==> config.mk <==
export PLATFORM = sky130hd
export DESIGN_NAME = cocg_clock_output_control
export DESIGN_NICKNAME = d
export VERILOG_FILES = /design/src/cocg_pkg.sv /design/src/cocg_prof_mem.sv /design/src/cocg_clock_output_control.sv
export SDC_FILE = /design/constraint.sdc
export NUM_CORES = 1
export LEC_CHECK = 0
export BUFFER_PORTS_ARGS = -buffer_cell sky130_fd_sc_hd__buf_2
export CAP_MARGIN = 20
export CORE_ASPECT_RATIO = 1.1
export CORE_MARGIN = 3
export CORE_UTILIZATION = 65
export DETAILED_ROUTE_END_ITERATION = 8
export PLACE_DENSITY = 0.85
export RECOVER_POWER = 50
export SYNTH_ARGS = -nofsm -noshare
export SYNTH_HDL_FRONTEND = slang
export SYNTH_SLANG_ARGS = --single-unit
==> constraint.sdc <==
create_clock -name i_mclk -period 35.4 [get_ports i_mclk]
set_clock_uncertainty 0.2 [all_clocks]
set_input_delay 10.62 -clock i_mclk [delete_from_list [all_inputs] [get_ports i_mclk]]
set_output_delay 10.62 -clock i_mclk [all_outputs]
set_load 0.02 [all_outputs]
==> src/cocg_pkg.sv <==
package cocg_pkg;
   localparam int NUM_BANKS = 10;
   localparam int NUM_DIV = 5;
   localparam int DIV_W = 5;
   localparam int NUM_PROFILES = 4;
   localparam int PS_W = 2;
   localparam int SEL_W = 3;
   localparam int STD_W = 3;
   localparam int LOCK_W = 4;
   // Matched reference periods before lock is reported
   localparam logic [LOCK_W-1:0] LOCK_COUNT = 4'h8;
   localparam logic [DIV_W-1:0] DIV_RESET = 5'h00;

   typedef enum logic [1:0] {OE_ALWAYS, OE_OFF, OE_FIRST, OE_SECOND} cocg_oe_mode_t;

   typedef struct packed {
      logic [SEL_W-1:0] divider;
      logic [STD_W-1:0] driver_std;
      logic gate_en;
      cocg_oe_mode_t oe_a;
      cocg_oe_mode_t oe_b;
   } cocg_bank_cfg_t;

   typedef struct packed {
      cocg_bank_cfg_t [NUM_BANKS-1:0] bank;
      logic [NUM_DIV-1:0][DIV_W-1:0] post_div;
      logic [DIV_W-1:0] pre_div;
   } cocg_profile_t;

   localparam cocg_profile_t PROFILE_RESET = '0;

   typedef struct packed {
      logic reference_input_select;
      logic feedback_input_select;
      logic sync_output_gate;
      logic output_enable_first;
      logic output_enable_second;
      logic global_output_enable;
      logic loop_bypass;
      logic profile_select_bit1;
      logic profile_select_bit0;
   } cocg_ctl_t;

   typedef struct packed {
      logic reference_pair_first;
      logic reference_pair_second;
      logic feedback_pair_first;
      logic feedback_pair_second;
      logic oscillator;
   } cocg_clk_in_t;
endpackage

==> src/cocg_prof_mem.sv <==
`timescale 1ns/1ps
module cocg_prof_mem
#(
   parameter int DEPTH = 4,
   parameter int AW = 2,
   parameter int W = 8
)
(
   input wire logic i_mclk,
   input wire logic i_reset,
   input wire logic i_ce,
   input wire logic i_wr,
   input wire logic [AW-1:0] i_waddr,
   input wire logic [W-1:0] i_wdata,
   input wire logic [AW-1:0] i_raddr,
   output logic [W-1:0] o_rdata
);
   logic [W-1:0] mem [DEPTH];

   // Profile store
   always_ff @(posedge i_mclk)
   begin
      if (i_ce && i_wr)
         mem[i_waddr] <= i_wdata;
   end

   // Registered read
   always_ff @(posedge i_mclk)
   begin
      if (i_reset)
         o_rdata <= '0;
      else if (i_ce)
         o_rdata <= mem[i_raddr];
   end
endmodule

==> src/cocg_clock_output_control.sv <==
`timescale 1ns/1ps
// Summary of operation
// RULE1: Reference select low routes the first reference pair to the loop, high the second.
// RULE2: Feedback select low uses the first feedback pair as loop feedback, high the second.
// RULE3: A bank with gating enabled passes its clock while the gate is high and holds low while it is low.
// RULE4: Gate changes never produce a truncated or partial output pulse.
// RULE5: Each output is always driven, always off, or driven by the first or second enable input.
// RULE6: A high global output enable puts every output in high impedance, over all other settings.
// RULE7: A high global output enable also cuts the feedback path so the loop loses lock.
// RULE8: The two profile select inputs pick one of four stored configuration profiles.
// RULE9: With bypass low the post-loop dividers run from the internal oscillator.
// RULE10: With bypass high the post-loop dividers run from the reference prescaler output.
// RULE11: Reset high clears all counters and removes the lock indication.
// RULE12: The lock output is low while locked and high otherwise.
// RULE13: Each bank picks one of five post-loop dividers and its driver standard.
// RULE14: The gate is sampled in the output clock's timing and acts only at a whole-period boundary.
module cocg_clock_output_control
   import cocg_pkg::*;
(
   input wire logic i_mclk,
   input wire logic i_reset,
   input wire logic i_ce,
   input wire cocg_pkg::cocg_ctl_t i_ctl,
   input wire cocg_pkg::cocg_clk_in_t i_clk_in,
   input wire logic i_cfg_wr,
   input wire logic [cocg_pkg::PS_W-1:0] i_cfg_addr,
   input wire cocg_pkg::cocg_profile_t i_cfg_data,
   output logic o_lock_n,
   output logic [2*cocg_pkg::NUM_BANKS-1:0] o_out_clk,
   output logic [2*cocg_pkg::NUM_BANKS-1:0] o_out_oe,
   output logic [cocg_pkg::NUM_BANKS-1:0][cocg_pkg::STD_W-1:0] o_bank_std
);
   import cocg_pkg::*;

   localparam int SYNC_W = $bits(cocg_ctl_t) + $bits(cocg_clk_in_t);

   function automatic logic [DIV_W:0] div_step(input logic [DIV_W-1:0] cnt, input logic [DIV_W-1:0] ratio);
      if (cnt >= ratio)
         return {1'b1, DIV_RESET};
      return {1'b0, DIV_W'(cnt + 1'b1)};
   endfunction

   function automatic logic oe_decode(input cocg_oe_mode_t mode, input cocg_ctl_t c);
      return !c.global_output_enable && ((mode == OE_ALWAYS) || (mode == OE_FIRST && c.output_enable_first)
         || (mode == OE_SECOND && c.output_enable_second));
   endfunction

   // Two-stage pin synchroniser
   logic [SYNC_W-1:0] sync1;
   logic [SYNC_W-1:0] sync2;
   always_ff @(posedge i_mclk)
   begin
      if (i_reset)
      begin
         sync1 <= '0;
         sync2 <= '0;
      end
      else if (i_ce)
      begin
         sync1 <= {i_ctl, i_clk_in};
         sync2 <= sync1;
      end
   end

   cocg_ctl_t ctl;
   cocg_clk_in_t cin;
   assign {ctl, cin} = sync2;

   // Profile selection
   cocg_profile_t cfg;
   wire [PS_W-1:0] prof_sel = {ctl.profile_select_bit1, ctl.profile_select_bit0}; // [RULE8]
   cocg_prof_mem #(.DEPTH(NUM_PROFILES), .AW(PS_W), .W($bits(cocg_profile_t))) u_prof_mem
   (
      .i_mclk(i_mclk),
      .i_reset(i_reset),
      .i_ce(i_ce),
      .i_wr(i_cfg_wr),
      .i_waddr(i_cfg_addr),
      .i_wdata(i_cfg_data),
      .i_raddr(prof_sel),
      .o_rdata(cfg)
   );

   // Input selection
   wire ref_sel = ctl.reference_input_select ? cin.reference_pair_second : cin.reference_pair_first; // [RULE1]
   wire fbk_sel = ctl.feedback_input_select ? cin.feedback_pair_second : cin.feedback_pair_first; // [RULE2]
   wire fbk_buf = fbk_sel && !ctl.global_output_enable; // [RULE7]

   logic ref_q;
   logic fbk_q;
   logic pre_clk;
   logic [DIV_W-1:0] pre_cnt;
   logic pre_q;
   logic src_q;
   logic [NUM_DIV-1:0] post_clk;
   logic [NUM_DIV-1:0][DIV_W-1:0] post_cnt;
   logic fb_seen;
   logic [LOCK_W-1:0] match_cnt;

   wire ref_edge = ref_sel && !ref_q;
   wire fbk_edge = fbk_buf && !fbk_q;
   wire [DIV_W:0] pre_next = div_step(pre_cnt, cfg.pre_div);
   wire src = ctl.loop_bypass ? pre_clk : cin.oscillator; // [RULE9] [RULE10]
   wire src_edge = src && !src_q;
   wire pre_edge = pre_clk && !pre_q;
   wire locked = (match_cnt == LOCK_COUNT);

   // Prescaler and edge history
   always_ff @(posedge i_mclk)
   begin
      if (i_reset)
      begin
         ref_q <= 1'b0;
         fbk_q <= 1'b0;
         src_q <= 1'b0;
         pre_q <= 1'b0;
         pre_clk <= 1'b0;
         pre_cnt <= DIV_RESET; // [RULE11]
      end
      else if (i_ce)
      begin
         ref_q <= ref_sel;
         fbk_q <= fbk_buf;
         src_q <= src;
         pre_q <= pre_clk;
         if (ref_edge)
         begin
            pre_cnt <= pre_next[DIV_W-1:0];
            pre_clk <= pre_clk ^ pre_next[DIV_W];
         end
      end
   end

   // Post-loop dividers
   for (genvar d = 0; d < NUM_DIV; d++)
   begin : g_div
      wire [DIV_W:0] nxt = div_step(post_cnt[d], cfg.post_div[d]);
      always_ff @(posedge i_mclk)
      begin
         if (i_reset)
         begin
            post_cnt[d] <= DIV_RESET; // [RULE11]
            post_clk[d] <= 1'b0;
         end
         else if (i_ce && src_edge)
         begin
            post_cnt[d] <= nxt[DIV_W-1:0];
            post_clk[d] <= post_clk[d] ^ nxt[DIV_W];
         end
      end
   end

   // Lock detection: at least one feedback edge per prescaled reference period
   always_ff @(posedge i_mclk)
   begin
      if (i_reset)
      begin
         fb_seen <= 1'b0;
         match_cnt <= '0; // [RULE11]
         o_lock_n <= 1'b1;
      end
      else if (i_ce)
      begin
         if (pre_edge)
         begin
            fb_seen <= fbk_edge;
            if (!fb_seen)
               match_cnt <= '0; // [RULE7]
            else if (!locked)
               match_cnt <= LOCK_W'(match_cnt + 1'b1);
         end
         else if (fbk_edge)
            fb_seen <= 1'b1;
         o_lock_n <= !locked; // [RULE12]
      end
   end

   // Banks
   logic [NUM_BANKS-1:0] bank_clk;
   logic [NUM_BANKS-1:0] bank_q;
   logic [NUM_BANKS-1:0] gate_on;
   for (genvar b = 0; b < NUM_BANKS; b++)
   begin : g_bank
      wire [SEL_W-1:0] dsel = cfg.bank[b].divider;
      assign bank_clk[b] = (dsel < SEL_W'(NUM_DIV)) ? post_clk[dsel] : post_clk[0]; // [RULE13]
      wire period_end = bank_q[b] && !bank_clk[b];
      wire gated = cfg.bank[b].gate_en ? (bank_clk[b] && gate_on[b]) : bank_clk[b]; // [RULE3]
      always_ff @(posedge i_mclk)
      begin
         if (i_reset)
         begin
            bank_q[b] <= 1'b0;
            gate_on[b] <= 1'b0;
            o_out_clk[2*b+1 -: 2] <= 2'h0;
            o_out_oe[2*b+1 -: 2] <= 2'h0;
            o_bank_std[b] <= '0;
         end
         else if (i_ce)
         begin
            bank_q[b] <= bank_clk[b];
            if (period_end)
               gate_on[b] <= ctl.sync_output_gate; // [RULE4] [RULE14]
            o_out_clk[2*b+1 -: 2] <= {2{gated}};
            o_out_oe[2*b] <= oe_decode(cfg.bank[b].oe_a, ctl); // [RULE5] [RULE6]
            o_out_oe[2*b+1] <= oe_decode(cfg.bank[b].oe_b, ctl);
            o_bank_std[b] <= cfg.bank[b].driver_std; // [RULE13]
         end
      end
   end
endmodule

==> summary.md <==
| Metric | Value |
|---|---|
| First-pass DRT Iterations | `6` |
| Post-route design area | `36800 µm²` |
| DRC | `0` |
| # IOs | `231` |
| Largest net degree at the start of global routing | `141` |
| Drt total wl | `70800 µm` |
| CTS Buf Count | `80` |
| Max-cap viol count | `4` |
| Setup violators final | `0` |
| Hpwl dp | `39400 µm` |
| # Post-CTS Setup Buffers | `0` |
| Total grt overflow | `0` |
| Total power | `2.09 mW` |
| Worst slew pin tran | `5670 ps` |
| CP max FO | `86` |
| Comb pwr share | `5.5%` |
| EDFF count, synth | `560` |
| Seq cells post-synth | `854` |
| Startpoint Class | `primary input` |
| CTS tree | `built` |
| Routed WL per cell | `23.5 µm` |
| Synth cell types | `45` |
| Initial antenna violation count | `16` |
| Row count | `85` |
| Sink Count | `854` |
| DR iter-0 viols | `1647` |
| Hold Buf Count CTS | `0` |
| Post-synthesis sequential area ratio | `69.2%` |
| CTS resizes | `0` |
| VDD IR-drop max | `45.7 µV` |
| Max Slew Vio Count | `203` |
| All-Layer GR Usage | `26.8%` |
| Worst hold path type | `reg -> reg` |
| Post-Syn Nets | `2269` |
| Pint | `1.64 mW` |
| First-pass GRT wire length | `110000 µm` |
| Final period utilization | `54.6%` |
| Tmin final | `19320 ps` |
| Core ar. | `49500 µm²` |
| Flop-to-flop setup slack | `31890 ps` |
| Critical Path AT | `19610 ps` |
| Clock network fraction of design power | `40.9%` |
| Share of layout cells above drive strength 1 | `13.2%` |
| Placed cell areas | `34400 µm²` |
| CP endpoint kind | `flip-flop` |
| H-Tree Depth | `3` |
| Worst rel slew slack | `-278%` |
| Failing checks | `max-capacitance violations, max-slew violations` |
| Die Height | `242 µm` |
| Top_reg_cell synth | `edfxtp_1` |
| Final Net Count | `2480` |
| Achievable frequency | `51.8 MHz` |
| Die area | `53200 µm²` |
| Clock latency on the worst-skew pair | `620 ps` |
| Buffers on Ports | `230` |
| Sw Pwr | `448 µW` |
| Reg clk slew, reported paths | `60 ps` |
| Max clock buf depth | `3` |
| Hold Slack | `261 ps` |
| Required time of the critical path | `35690 ps` |
| Leakage | `12.8 nW` |
| Total number of yosys warnings | `0` |
| Final worst slack | `16080 ps` |
| Starting Density | `66.4%` |
| Final ANT Viol Nets | `0` |
| Vias in the first global route | `19500` |
| Root Buffer Master | `clkbuf_16` |
| Register share of total power | `53.6%` |
| Final Hold Viols | `0` |
| Die width | `220 µm` |
| Synthesized instance count | `2071` |
| Net Sw Frac | `21.4%` |
| Unrepaired setup endpoints after global routing | `no` |
| Via density | `6.12` |
| Final setup TNS | `0 ps` |
| Pre-CTS worst setup slack | `21130 ps` |
| Crit Path Class | `in -> reg` |
| Cell Area, Synth | `32800 µm²` |
| Total number of vias | `18400` |
| GPL Wtd Cong | `0.769` |
| Outcome | `finished, violations left` |
| Ys async rst share | `0%` |
| Synth-to-Final Area Change | `12.1%` |
| Synthesized area per cell | `15.8 µm²` |
| Pwr Density | `56.8 nW/µm²` |
-- registers in the layout, summed over array words and instances, names as in the netlist, 4 cells and up --
| name | count |
|---|---|
| bank_q | 10 |
| gate_on | 10 |
| match_cnt | 4 |
| o_bank_std | 30 |
| o_out_clk | 10 |
| o_out_oe | 20 |
| post_clk | 5 |
| post_cnt | 25 |
| pre_cnt | 5 |
| sync1 | 14 |
| sync2 | 14 |
| u_prof_mem.mem | 560 |
| u_prof_mem.o_rdata | 140 |
-- stage by stage --
stage          std cells  util, %
3_3_place_gp        2852     69.6
4_1_cts             3001     74.9
3_5_place_dp        2852     69.6
6_report            3011     74.4
2_1_floorplan       2071        -
5_1_grt             3009     74.4
-- layout by cell type, fill, tap and decap left out, types with 41 or more instances in the layout --
cell / n
nor2_1: 267
clkbuf_1: 231
nor2b_1: 63
o21ai_0: 45
dfxtp_1: 292
clkbuf_16: 86
inv_1: 41
mux4_2: 140
mux2i_1: 232
edfxtp_1: 560
-- routing by layer --
metal / global-route usage [%] / vias to the layer above / wire [µm]
li1: - / 8203 / -
met1: 34.4 / 9271 / 26900
met2: 44.6 / 773 / 36300
met3: 5.90 / 175 / 5110
met4: 11.3 / 12 / 2450
met5: 0 / - / 78
-- path summary, 6_finish.rpt --
check | startpoint | to | depth (start not counted)
worst max-delay path | i_ce | post_clk[4]$_SDFFE_PP0P_ | 7
worst min-delay path | gate_on[0]$_SDFFE_PP0P_ | gate_on[0]$_SDFFE_PP0P_ | 2
worst max register to register | sync2[6]$_SDFFE_PP0P_ | u_prof_mem.o_rdata[69]$_SDFFE_PP0P_ | 5
worst min register to register | gate_on[0]$_SDFFE_PP0P_ | gate_on[0]$_SDFFE_PP0P_ | 2
-- critical path, stage by stage --
cell and delay, ps:
clkbuf_1 3880, clkbuf_1 2700, nand2b_1 950, nor2_1 600
buf_4 310, and3_1 190, mux2_1 340
-- synthesized netlist by cell type (3+ instances only) --
library cell | number | share of area (%)
buf_2 | 42 | 0.64
o21bai_1 | 6 | 0.14
buf_4 | 11 | 0.25
mux2_1 | 5 | 0.17
a22o_1 | 10 | 0.27
mux4_2 | 140 | 9.6
clkbuf_1 | 53 | 0.61
nor2_1 | 268 | 3.1
xor2_1 | 5 | 0.13
mux2_2 | 3 | 0.10
dfxtp_1 | 294 | 18
buf_6 | 10 | 0.34
and3_1 | 7 | 0.13
a21oi_1 | 29 | 0.44
and2_1 | 9 | 0.17
ha_1 | 38 | 1.4
nor3_1 | 18 | 0.27
o311ai_0 | 10 | 0.27
edfxtp_1 | 560 | 51
nand2b_1 | 12 | 0.23
xnor2_1 | 19 | 0.51
a32o_1 | 10 | 0.31
a22oi_1 | 10 | 0.23
nor2b_1 | 64 | 1.2
nand2_1 | 39 | 0.45
o21ai_0 | 45 | 0.69
mux2i_1 | 232 | 7.1
nor4b_1 | 3 | 0.080
a31o_2 | 7 | 0.19
nor4_1 | 7 | 0.13
a21o_1 | 10 | 0.23
inv_1 | 41 | 0.47
nand3_1 | 39 | 0.59
-- power groups by stage --
| stage | Clock, mW | Combinational, mW | Sequential [mW] |
|---|---|---|---|
| after floorplan | 0 | 0.0737 | 1.14 |
| after global placement | 0 | 0.109 | 1.14 |
| after detailed placement | 0 | 0.114 | 1.14 |
| after CTS | 0.865 | 0.116 | 1.12 |
| after global routing | 0.905 | 0.125 | 1.12 |
| final | 0.855 | 0.114 | 1.12 |
-- kinds of logic (layout without fill, tap and decap cells) --
family / after synthesis / after routing / share of synthesized area, %
AO/OA/AOI/OAI: 141 / 141 / 2.84
XOR/XNOR: 24 / 24 / 0.641
adder cells (fa/ha/maj): 38 / 38 / 1.45
buffers and inverters: 159 / 437 / 2.34
flip-flops: 854 / 854 / 69.2
multiplexers: 380 / 380 / 17.0
other: 0 / 10 / 0
AND/OR/NAND/NOR: 475 / 475 / 6.58
-- area by class of cell --
cell class                      instances  area (µm²)
Timing Repair Buffer                  247        1070
Multi-Input combinational cell       1058        9360
Inverter                               41         154
Antenna cell                           10        25.0
Clock buffer                          111        2310
Tap cell                              652         816
Sequential cell                       854       22700
Clock inverter                         38         332
Fill cell                            2836       12700
Note: power is estimated with default switching activity, not from simulation.
